$ cat config.mk
export PLATFORM = sky130hd
export DESIGN_NAME = low_power_mode_control
export DESIGN_NICKNAME = d
export VERILOG_FILES = /design/src/low_power_mode_control.v /design/src/sync2.v /design/src/bus_clk_div.v
export VERILOG_INCLUDE_DIRS = /design/src
export SDC_FILE = /design/constraint.sdc
export NUM_CORES = 1
export LEC_CHECK = 0
export BUFFER_PORTS_ARGS = -buffer_cell sky130_fd_sc_hd__buf_2
export CAP_MARGIN = 20
export CORE_ASPECT_RATIO = 0.9
export CORE_UTILIZATION = 45
export CTS_CLUSTER_DIAMETER = 100
export CTS_CLUSTER_SIZE = 20
export DETAILED_ROUTE_END_ITERATION = 6
export GPL_ROUTABILITY_DRIVEN = 0
export GPL_TIMING_DRIVEN = 0
export PLACE_DENSITY = 0.72
export SETUP_SLACK_MARGIN = 0.05
export SLEW_MARGIN = 20
export SYNTH_ARGS = -nofsm -noshare
export SYNTH_HDL_FRONTEND = slang
export SYNTH_SLANG_ARGS = --single-unit
$ cat constraint.sdc
create_clock -name core_clk -period 2.55 [get_ports core_clk]
set_clock_uncertainty 0.05 [all_clocks]
set_input_delay 0.51 -clock core_clk [delete_from_list [all_inputs] [get_ports core_clk]]
set_output_delay 0.51 -clock core_clk [all_outputs]
set_load 0.1 [all_outputs]
$ cat src/lpm_map.vh
// Constants for the low-power mode controller
`ifndef LPM_MAP_VH
`define LPM_MAP_VH
`define MISC_REG_ADDR 8'h0C
`define SLOW_BIT 1
`define EXT_INT_EN_BIT 0
`define MISC_RESET 8'h00
`define IRQ_VECTOR 16'h1FFA
`define RESET_VECTOR 16'h1FFE
`define STAB_SHORT 12'd16
`define STAB_LONG 12'd4064
`define NORMAL_DIV 6'd2
`define SLOW_DIV 6'd32
`define SLOW_EXTRA_DIV 16
`endif

$ cat src/low_power_mode_control.v
// Low-power mode controller: halt, idle and slow modes
`default_nettype none
`include "lpm_map.vh"
// Behaviour
// (RULE1) Halt mode stops the oscillator and all internal processing.
// (RULE2) Only external interrupt or reset wakes halt mode.
// (RULE3) Entering halt clears the interrupt mask bit.
// (RULE4) Entering halt clears the slow mode bit.
// (RULE5) Halt keeps registers, memory and I/O lines unchanged.
// (RULE6) Halt wake vectors to interrupt or reset vector pair.
// (RULE7) Leaving halt holds the CPU 16 or 4064 cycles, option selected.
// (RULE8) After the delay CPU services the waking interrupt or reset vector.
// (RULE9) Interrupt stacking for halt wake happens only on leaving halt.
// (RULE10) Halt resets watchdog, stops timer, serial, converter; memory read-only.
// (RULE11) Idle suspends CPU; timer, converter and serial keep running.
// (RULE12) Idle leaves memory programming, charge pump, registers and I/O alone.
// (RULE13) Entering idle clears the interrupt mask bit.
// (RULE14) Entering idle leaves the external interrupt enable bit unchanged.
// (RULE15) Idle ends on external, timer or serial interrupt or reset pin.
// (RULE16) Non-reset idle exit keeps state; reset exit restores reset state.
// (RULE17) Interrupt stacking for idle wake happens only on leaving idle.
// (RULE18) Timer keeps running in idle and cannot be disabled.
// (RULE19) Slow mode bit adds a divide-by-16 before the clock driver.
// (RULE20) Software avoids slow mode during conversion or programming without RC.
// (RULE21) Bus clock is oscillator over 32 in slow mode, else over 2.
// (RULE22) Slow mode bit is cleared by external and power-on reset.
// (RULE23) Stabilisation counter on the restarted oscillator gates the CPU clock.
module low_power_mode_control (
  input wire core_clk, // Oscillator clock, 40 MHz
  input wire rst, // Power-on or external reset, async
  input wire long_delay_opt, // Option strap: 1 selects 4064-cycle delay
  input wire wdog_idle_run_opt, // Option strap: watchdog runs in idle
  input wire halt_req, // CPU executes stop instruction, pulse
  input wire idle_req, // CPU executes wait instruction, pulse
  input wire ext_irq_n, // External interrupt pin, active low, async
  input wire timer_irq, // Timer interrupt request
  input wire serial_irq, // Serial interface interrupt request
  input wire [7:0] addr, // Register address
  input wire [7:0] wdata, // Register write data
  input wire wr, // Register write strobe
  input wire rd, // Register read strobe
  output reg [7:0] rdata, // Register read data, one cycle after rd
  output reg osc_run, // Oscillator enable
  output reg cpu_clk_en, // CPU clock gate
  output reg bus_tick, // Bus clock tick
  output reg periph_run, // Timer, serial and converter clock enable
  output reg wdog_clear, // Watchdog reset request
  output reg wdog_run, // Watchdog clock enable
  output reg nvm_read_only, // Nonvolatile memory forced read-only
  output reg conv_disable, // Converter disabled
  output reg pwm_hold, // Pulse-length modulator outputs hold
  output reg io_hold, // I/O lines hold state
  output reg clear_int_mask, // Pulse: clear condition code register mask bit
  output reg stack_req, // Pulse: stack and service the waking interrupt
  output reg [15:0] vector_addr, // Vector address to fetch
  output reg vector_fetch, // Pulse: fetch vector_addr
  output reg slow_mode_bit, // Slow mode bit
  output reg ext_interrupt_enable_bit, // External interrupt enable bit
  output reg [3:0] mode_state // Current state, one-hot
);
  localparam [3:0] ST_RUN = 4'b0001;
  localparam [3:0] ST_IDLE = 4'b0010;
  localparam [3:0] ST_HALT = 4'b0100;
  localparam [3:0] ST_STAB = 4'b1000;

  wire ext_irq_sync;
  wire div_tick;
  reg [3:0] state;
  reg [3:0] next_state;
  reg [11:0] stab_cnt;
  reg long_opt;
  reg wdog_opt;
  reg strap_taken;
  reg from_reset;

  sync2 irq_sync (
    .clk(core_clk),
    .rst(rst),
    .d(~ext_irq_n),
    .q(ext_irq_sync)
  );

  // Divider stops with the oscillator so halt freezes all processing
  bus_clk_div divider (
    .clk(core_clk),
    .rst(rst),
    .run(state != ST_HALT),
    .slow(slow_mode_bit),
    .tick(div_tick)
  ); // RULE19 RULE21

  wire ext_wake = ext_irq_sync & ext_interrupt_enable_bit;
  wire idle_wake = ext_wake | timer_irq | serial_irq; // RULE15
  wire [11:0] stab_limit = long_opt ? `STAB_LONG : `STAB_SHORT;

  // Straps caught once after reset release, never under reset itself
  always @(posedge core_clk or posedge rst) begin
    if (rst) begin
      strap_taken <= 1'b0;
      long_opt <= 1'b1;
      wdog_opt <= 1'b0;
    end else if (!strap_taken) begin
      strap_taken <= 1'b1;
      long_opt <= long_delay_opt;
      wdog_opt <= wdog_idle_run_opt;
    end
  end

  always @* begin
    next_state = state;
    case (state)
      ST_RUN: begin
        if (halt_req) begin
          next_state = ST_HALT;
        end else if (idle_req) begin
          next_state = ST_IDLE;
        end
      end
      ST_IDLE: begin
        if (idle_wake) begin
          next_state = ST_RUN; // RULE15
        end
      end
      ST_HALT: begin
        if (ext_wake) begin
          next_state = ST_STAB; // RULE2
        end
      end
      ST_STAB: begin
        if (stab_cnt >= stab_limit - 12'd1) begin
          next_state = ST_RUN; // RULE7
        end
      end
      default: begin
        next_state = ST_RUN;
      end
    endcase
  end

  always @(posedge core_clk or posedge rst) begin
    if (rst) begin
      state <= ST_RUN;
      stab_cnt <= 12'h000;
      from_reset <= 1'b1;
      slow_mode_bit <= 1'b0; // RULE22
      ext_interrupt_enable_bit <= 1'b1;
      clear_int_mask <= 1'b0;
      stack_req <= 1'b0;
      vector_fetch <= 1'b0;
      vector_addr <= `RESET_VECTOR;
    end else begin
      state <= next_state;
      clear_int_mask <= 1'b0;
      stack_req <= 1'b0;
      vector_fetch <= 1'b0;
      from_reset <= 1'b0;
      // Reset wake vectors after the system leaves reset
      if (from_reset) begin
        vector_fetch <= 1'b1;
        vector_addr <= `RESET_VECTOR; // RULE6 RULE8 RULE16
      end
      if (state == ST_STAB) begin
        stab_cnt <= stab_cnt + 12'd1; // RULE23
      end else begin
        stab_cnt <= 12'h000;
      end
      if (state == ST_RUN && wr && addr == `MISC_REG_ADDR) begin
        slow_mode_bit <= wdata[`SLOW_BIT];
        ext_interrupt_enable_bit <= wdata[`EXT_INT_EN_BIT];
      end
      if (state == ST_RUN && halt_req) begin
        clear_int_mask <= 1'b1; // RULE3
        slow_mode_bit <= 1'b0; // RULE4
      end else if (state == ST_RUN && idle_req) begin
        clear_int_mask <= 1'b1; // RULE13 RULE14
      end
      // Stacking deferred to the exit edge
      if (state == ST_STAB && next_state == ST_RUN) begin
        stack_req <= 1'b1; // RULE9 RULE8
        vector_fetch <= 1'b1;
        vector_addr <= `IRQ_VECTOR; // RULE6
      end
      if (state == ST_IDLE && idle_wake) begin
        stack_req <= 1'b1; // RULE17 RULE16
      end
    end
  end

  // Module side effects, all registered
  always @(posedge core_clk or posedge rst) begin
    if (rst) begin
      osc_run <= 1'b1;
      cpu_clk_en <= 1'b0;
      bus_tick <= 1'b0;
      periph_run <= 1'b0;
      wdog_clear <= 1'b1;
      wdog_run <= 1'b0;
      nvm_read_only <= 1'b0;
      conv_disable <= 1'b1;
      pwm_hold <= 1'b0;
      io_hold <= 1'b0;
      mode_state <= ST_RUN;
      rdata <= 8'h00;
    end else begin
      mode_state <= next_state;
      osc_run <= (next_state != ST_HALT); // RULE1
      cpu_clk_en <= (next_state == ST_RUN) & div_tick; // RULE11 RULE23
      bus_tick <= div_tick;
      periph_run <= (next_state == ST_RUN || next_state == ST_IDLE) & div_tick; // RULE18 RULE1
      wdog_clear <= (next_state == ST_HALT); // RULE10
      wdog_run <= (next_state == ST_RUN) | ((next_state == ST_IDLE) & wdog_opt); // RULE11
      nvm_read_only <= (next_state == ST_HALT); // RULE10 RULE12
      conv_disable <= (next_state == ST_HALT); // RULE10
      pwm_hold <= (next_state == ST_HALT); // RULE10
      io_hold <= (next_state == ST_HALT) | (next_state == ST_IDLE); // RULE5 RULE12
      if (rd && addr == `MISC_REG_ADDR) begin
        rdata <= 8'h00 | ({7'h00, slow_mode_bit} << `SLOW_BIT)
                 | {7'h00, ext_interrupt_enable_bit};
      end else begin
        rdata <= 8'h00;
      end
    end
  end
endmodule // low_power_mode_control
`default_nettype wire

$ cat src/sync2.v
// Two-flop synchroniser for one level
`default_nettype none
module sync2 (
  input wire clk, // Clock
  input wire rst, // Async reset
  input wire d, // Asynchronous level
  output reg q // Synchronised level
);
  reg meta;
  always @(posedge clk or posedge rst) begin
    if (rst) begin
      meta <= 1'b0;
      q <= 1'b0;
    end else begin
      meta <= d;
      q <= meta;
    end
  end
endmodule // sync2
`default_nettype wire

$ cat src/bus_clk_div.v
// Bus clock enable divider, divide by 2 or 32
`default_nettype none
`include "lpm_map.vh"
module bus_clk_div (
  input wire clk, // Oscillator clock
  input wire rst, // Async reset
  input wire run, // Divider runs when high
  input wire slow, // Slow mode selects the longer division
  output reg tick // One-cycle bus clock tick
);
  reg [5:0] cnt;
  wire [5:0] limit = slow ? `SLOW_DIV : `NORMAL_DIV;
  always @(posedge clk or posedge rst) begin
    if (rst) begin
      cnt <= 6'h00;
      tick <= 1'b0;
    end else if (!run) begin
      cnt <= 6'h00;
      tick <= 1'b0;
    end else if (cnt >= limit - 6'd1) begin
      cnt <= 6'h00;
      tick <= 1'b1;
    end else begin
      cnt <= cnt + 6'd1;
      tick <= 1'b0;
    end
  end
endmodule // bus_clk_div
`default_nettype wire

==> results of run 1 <==
==> state kept, by name, indices dropped and copies added (netlist names), 2 cells and up <==
name,count
rdata,2
mode_state,4
stab_cnt,12
divider.cnt,6
==> worst min path at each step <==
stage | end | slack, ps | cells past startpoint
after floorplan | irq_sync.q$_DFF_PP0_ | 280 | 0
after global placement | irq_sync.q$_DFF_PP0_ | 290 | 0
after detailed placement | irq_sync.q$_DFF_PP0_ | 290 | 0
after CTS | rdata[0]$_DFF_PP0_ | 150 | 2
after global routing | stab_cnt[9]$_DFF_PP0_ | 160 | 2
final | rdata[0]$_DFF_PP0_ | 140 | 2
==> per-layer routing <==
layer	wire length [um]	part of all wire [%]	vias up	global-route usage, %
met4	25	0.68	0	3.94
met3	134	3.6	4	4.07
met2	1800	49	31	26.8
li1	-	-	783	-
met5	0	0	-	0
met1	1740	47	725	20.3
==> worst reg2reg max path: cells and delay by family, from the launching register on <==
kind / cells / cell delay (ps)
AOI/OAI and AO/OA: 3 / 860
DFF: 1 / 530
adders and majority gates: 1 / 330
buffers and inverters: 1 / 130
and+or+nand+nor: 1 / 110
==> layout make-up <==
| class | instances | area (sq um) |
|---|---|---|
| sequential | 45 | 1140 |
| clock inverter | 1 | 30.0 |
| buffer | 26 | 188 |
| fill | 395 | 1860 |
| clock buffer | 7 | 86.3 |
| tap | 62 | 77.6 |
| multi-input combinational | 147 | 933 |
| inverter | 9 | 33.8 |
| timing repair buffer | 43 | 230 |
==> placed cells by master (no fill, tap or decap), types with 7 or more instances in the layout <==
cell	count
inv_1	8
dfrtp_1	37
xor2_1	8
nand2_1	14
nor2_1	28
nand3_1	7
ha_1	13
dfstp_2	7
conb_1	23
buf_4	24
buf_2	42
==> where the power goes <==
group	leakage [nW]	switching (mW)	total (mW)	internal (mW)
clock network	0.0585	0.220	0.539	0.319
registers	0.575	0.0873	0.949	0.862
logic	0.764	1.12	1.42	0.296
==> cell families after synthesis <==
family | Yosys count | synth area share [%]
AO/OA/AOI/OAI | 21 | 6.85
XOR/XNOR | 13 | 5.15
adder cells (fa/ha/maj) | 13 | 7.36
buffers and inverters | 35 | 10.0
flip-flops | 45 | 51.3
multiplexers | 3 | 1.70
other | 2 | 0.340
AND/OR/NAND/NOR | 74 | 17.3
==> run metrics, run 1 <==
Num Clock Sinks=45; clock buffer count from CTS=5; TritonRoute pass-1 iters=4; FP Rows=23; count of state elements after synthesis=45; Total Routing Usage GR=15.8%; top cell type's share of synthesized area=43.0%; placed cell areas=2600 sq um; CP Class=reg2reg; crit path buf inv count=1; Worst-Margin Slew=542 ps; Lkg Pwr=1.40 nW; final worst slack=around 500 ps; Yosys warning count=0; worst stage delay on the critical path=530 ps; number of global-route vias before repair=1441; Post-synth EDFFs=0; RR Startpoint=long_opt$_DFFE_PP1N_; vias=1543; Unique masters post-synth=43; clock latency at the later pin of the worst-skew pair=290 ps; CTS tree=built; Pins Over Slew Limit=0; worst hold path class=in2async; Ant. Diodes=0; Worst path top cell family by delay=compound AO/OA/AOI/OAI gates; PwrDens=1070 nW/um^2; Max Cap Viol=0; Post-synth top cells=38 x dfrtp_1, 28 x nor2_1, 24 x buf_4; TNS Setup=0 ps; Root Driver=clkbuf_8; Post-CTS Setup Inserts=0; Final period util=80.6%; Hold WS=139 ps; DRC=0; Area growth, synth to finish=22.8%; Setup crit end=stack_req$_DFF_PP0_; total die area=5200 sq um; Syn Area/Cell=10.7 sq um; number of port buffers=42; Syn Inst Count=about 210; post-cts hold buffer count=0; Critical Path End Type=flop; # nets final=317; Die X=75.9 um; Max IR drop VDD=0.903 mV; flop-to-flop setup slack=500 ps; Post-synth top flop=dfrtp_1; cell accounting for the most synthesized area=dfrtp_1; largest net degree at the start of global routing=29; mapped cell area=2210 sq um; CTS resizes=0; top-count cell post-synth=dfrtp_1; placed cell count=332; core area=4580 sq um; CP Cell Sequence=inv_1 > ha_1 > nand4b_1 > a311o_1 > a21oi_1 > o21bai_1; slowest CP cell=dfstp_2; DP HPWL=2890 um; Crit path arrival time=between 2000 and 2500 ps; sequential share of the synthesized area=51.3%; R2R depth=6; DR iter-0 viols=31; CP max FO=7; top cells by area, synth=dfrtp_1 43%, dfstp_2 8.3%, buf_4 8.1%; Crit path required time=2710 ps; Final Core Density=between 50% and 60%; initial antenna violation count=0; Final Total Pwr=2.91 mW; CTS Buffer Depth=2; H-tree depth=2; RSZ-0062 raised after global routing=false; status=complete, no violations; first-pass GRT wire length=roughly 6000 um; critical path depth=6; CTS clk-pin slew, worst paths=80 ps; initial core utilization=48.3%; Worst Setup SP=long_opt$_DFFE_PP1N_; Post-Layout Cell Count=340; gr ovfl total=0; Setup Slack @ Placement=406 ps; wire per inst=10.9 um; R2R Path End=stack_req$_DFF_PP0_; proportion of layout cells with a drive suffix above 1=34.5%; final WL=3700 um; Finished Cell Area=2720 sq um; Startpoint Class=flop; ANT nets after route=0; Die Y-Extent=slightly below 70 um; Achievable Freq=~0.49 GHz; Final Hold Vio Count=0; Ports=70; Final Critical Period=2050 ps; slew margin rel.=63.5%; Vias per Instance=roughly 4.5; Async SR Flop Fraction=100%; setup violators final=0
Note: power is estimated with default switching activity, not from simulation.
==> run 2: changes to the inputs <==
PLACE_DENSITY = 0.75   (was 0.72)
clock period = 1.7 ns   (was 2.55 ns; I/O delays follow)
==> run 2 against run 1 <==
  * Routed wire length increased by 9.1%
  * Non-clock buffer count increased by 3
  * Sequential power increased by 55%
  * The run now ends with setup timing left
  * Clock power increased by 17%
  * Setup slack got worse by 670 ps
  * Hold slack got worse by 110 ps
  * Total power increased by 56%
  * Sequential cell count unchanged
  * First-iteration DRC count increased to 2.6 times the previous value
  * Critical endpoint is now periph_run$_DFF_PP0_
  * Critical path depth increased by 1
  * Fmax increased by 9.7%
  * Global-route usage increased by 1.7 points
==> run metrics, run 2 (same netlist as run 1, synthesis figures left out) <==
Lkg Pwr=1.41 nW (was 1.40 nW); Root Driver=clkbuf_8 (unchanged); proportion of layout cells with a drive suffix above 1=44.8% (was 34.5%); Ports=70 (unchanged); max reg flops=12 (unchanged); Final Core Density=63.2% (was 59.3%); first-pass GRT wire length=6610 um (was 6180 um); total die area=5200 sq um (unchanged); worst hold path class=in2async (unchanged); RSZ-0062 raised after global routing=true (was false); Final Hold Vio Count=0 (unchanged); Final Total Pwr=4.53 mW (was 2.91 mW); leading cell types in the layout, fill and taps excluded=35 x buf_2, 33 x dfrtp_1, 31 x buf_4 (was 42 x buf_2, 37 x dfrtp_1, 28 x nor2_1); final WL=4040 um (was 3700 um); Setup Slack @ Placement=-237 ps (was 406 ps); vias=1574 (was 1543); Ant. Diodes=0 (unchanged); met3 usage=3.05% (was 4.07%); Crit path arrival time=2010 ps (was 2220 ps); Vias per Instance=4.59 (was 4.54); RR Startpoint=long_opt$_DFFE_PP1N_ (unchanged); CTS tree=built (unchanged); Pins Over Slew Limit=0 (unchanged); met1 Use GR=22.9% (was 20.3%); initial core utilization=48.3% (unchanged); setup violators final=8 (was 0); CTS Buffer Depth=2 (unchanged); Die Y-Extent=68.5 um (unchanged); Largest Register=stab_cnt (unchanged); wire per inst=11.8 um (was 10.9 um); Top Registers=stab_cnt (12), divider.cnt (6), mode_state (4) (unchanged); commonest non-fill, non-tap cell in the layout=buf_2 (unchanged); # nets final=320 (was 317); H-tree depth=2 (unchanged); Worst-Margin Slew=592 ps (was 542 ps); DR iter-0 viols=80 (was 31); status=complete, but fails checks (was complete, no violations); R2R depth=7 (was 6); Die X=75.9 um (unchanged); Critical Path End Type=flop (unchanged); violations in the final reports=setup timing; TritonRoute pass-1 iters=4 (unchanged); CP Class=reg2reg (unchanged); slew margin rel.=60.3% (was 63.5%); GR Layer Usage met2=29.0% (was 26.8%); core area=4580 sq um (unchanged); grt peak-use layer=met2 (unchanged); Final Critical Period=1870 ps (was 2050 ps); Hold WS=33.8 ps (was 139 ps); final worst slack=-172 ps (was 496 ps); Max Cap Viol=0 (unchanged); multi-input logic area=1060 sq um (was 933 sq um); number of port buffers=42 (unchanged); gr ovfl total=0 (unchanged); Total Routing Usage GR=17.5% (was 15.8%); Reg area=1150 sq um (was 1140 sq um); Area growth, synth to finish=30.8% (was 22.8%); CTS clk-pin slew, worst paths=80 ps (about the same); clock latency at the later pin of the worst-skew pair=290 ps (about the same); Num Clock Sinks=45 (unchanged); initial antenna violation count=0 (unchanged); ANT nets after route=0 (unchanged); placed cell areas=2710 sq um (was 2600 sq um); CP max FO=7 (unchanged); PwrDens=1570 nW/um^2 (was 1070 nW/um^2); Startpoint Class=flop (unchanged); DRC=0 (unchanged); FP Rows=23 (unchanged); Max IR drop VDD=1.27 mV (was 0.903 mV); number of global-route vias before repair=1490 (was 1441); Crit path required time=1840 ps (was 2710 ps); largest net degree at the start of global routing=24 (was 29); Finished Cell Area=2890 sq um (was 2720 sq um); Achievable Freq=0.534 GHz (was 0.487 GHz); clock buffer count from CTS=5 (unchanged); DP HPWL=2920 um (was 2890 um); filler cell count=380 (was 395); Final period util=110% (was 80.6%); Worst Setup SP=long_opt$_DFFE_PP1N_ (unchanged)
## run 2: cell count changes in the layout (fill, tap and decap cells not counted), moves of 3 or more
cell and change:
buf_4 +7, nor2_1 -6, nor2_2 +5, dfrtp_1 -4
o21ai_0 -3, ha_1 -6, ha_4 +5, buf_2 -7
o21ai_1 +3
## run 2: area by class of cell
class                   count  share of cell area [%]
plain buffers              25                    6.40
clock buffers               6                    2.51
clock inverters             2                   0.346
inverters                   9                    1.43
multi-input cells         147                    36.7
flip-flops and latches     45                    39.8
well taps                  62                    2.68
repair buffers             47                    10.1
## run 2: worst max-delay path, stage by stage, from the launching register on
cell and delay [ps]:
dfstp_2 570, inv_6 70, ha_4 240, a211oi_2 200
nor2_2 70, nor3_2 240, a21oi_4 120, o21a_1 200
## run 2: path summary, 6_finish.rpt
kind                                      endpoint  slack (ps)
min                           wdog_opt$_DFFE_PP0N_          30
max                           periph_run$_DFF_PP0_        -170
max reg2reg                   periph_run$_DFF_PP0_        -170
max in group asynchronous        osc_run$_DFF_PP1_        1000
min reg2reg                   irq_sync.q$_DFF_PP0_         310
min in group core_clk      irq_sync.meta$_DFF_PP0_         140
## run 2: layer usage
layer | wire [um] | up-vias
met4 | 58 | 0
li1 | - | 796
met3 | 187 | 6
met2 | 1930 | 50
met5 | 0 | -
met1 | 1860 | 722
## run 2: stage by stage
stage / setup TNS (ps) / instances
CTS: -732 / 341
finish: -876 / 343
global placement: -12710 / 331
detailed placement: -1360 / 332
floorplan: -1050 / 227
global route: -1910 / 343
## run 2: timing repair
action | 4_1_cts | 5_1_grt
endpoints found under the setup margin | 17 | 32
hold buffers | 0 | 0
gates resized for setup | 8 | 15
pin swaps | 7 | 2
cloned | 0 | 0
setup buffers | 2 | 2
## run 2: power breakdown
group | internal [mW] | switching, mW | total [mW]
Clock | 0.285 | 0.346 | 0.631
Combinational | 0.639 | 1.79 | 2.43
Sequential | 1.31 | 0.151 | 1.47
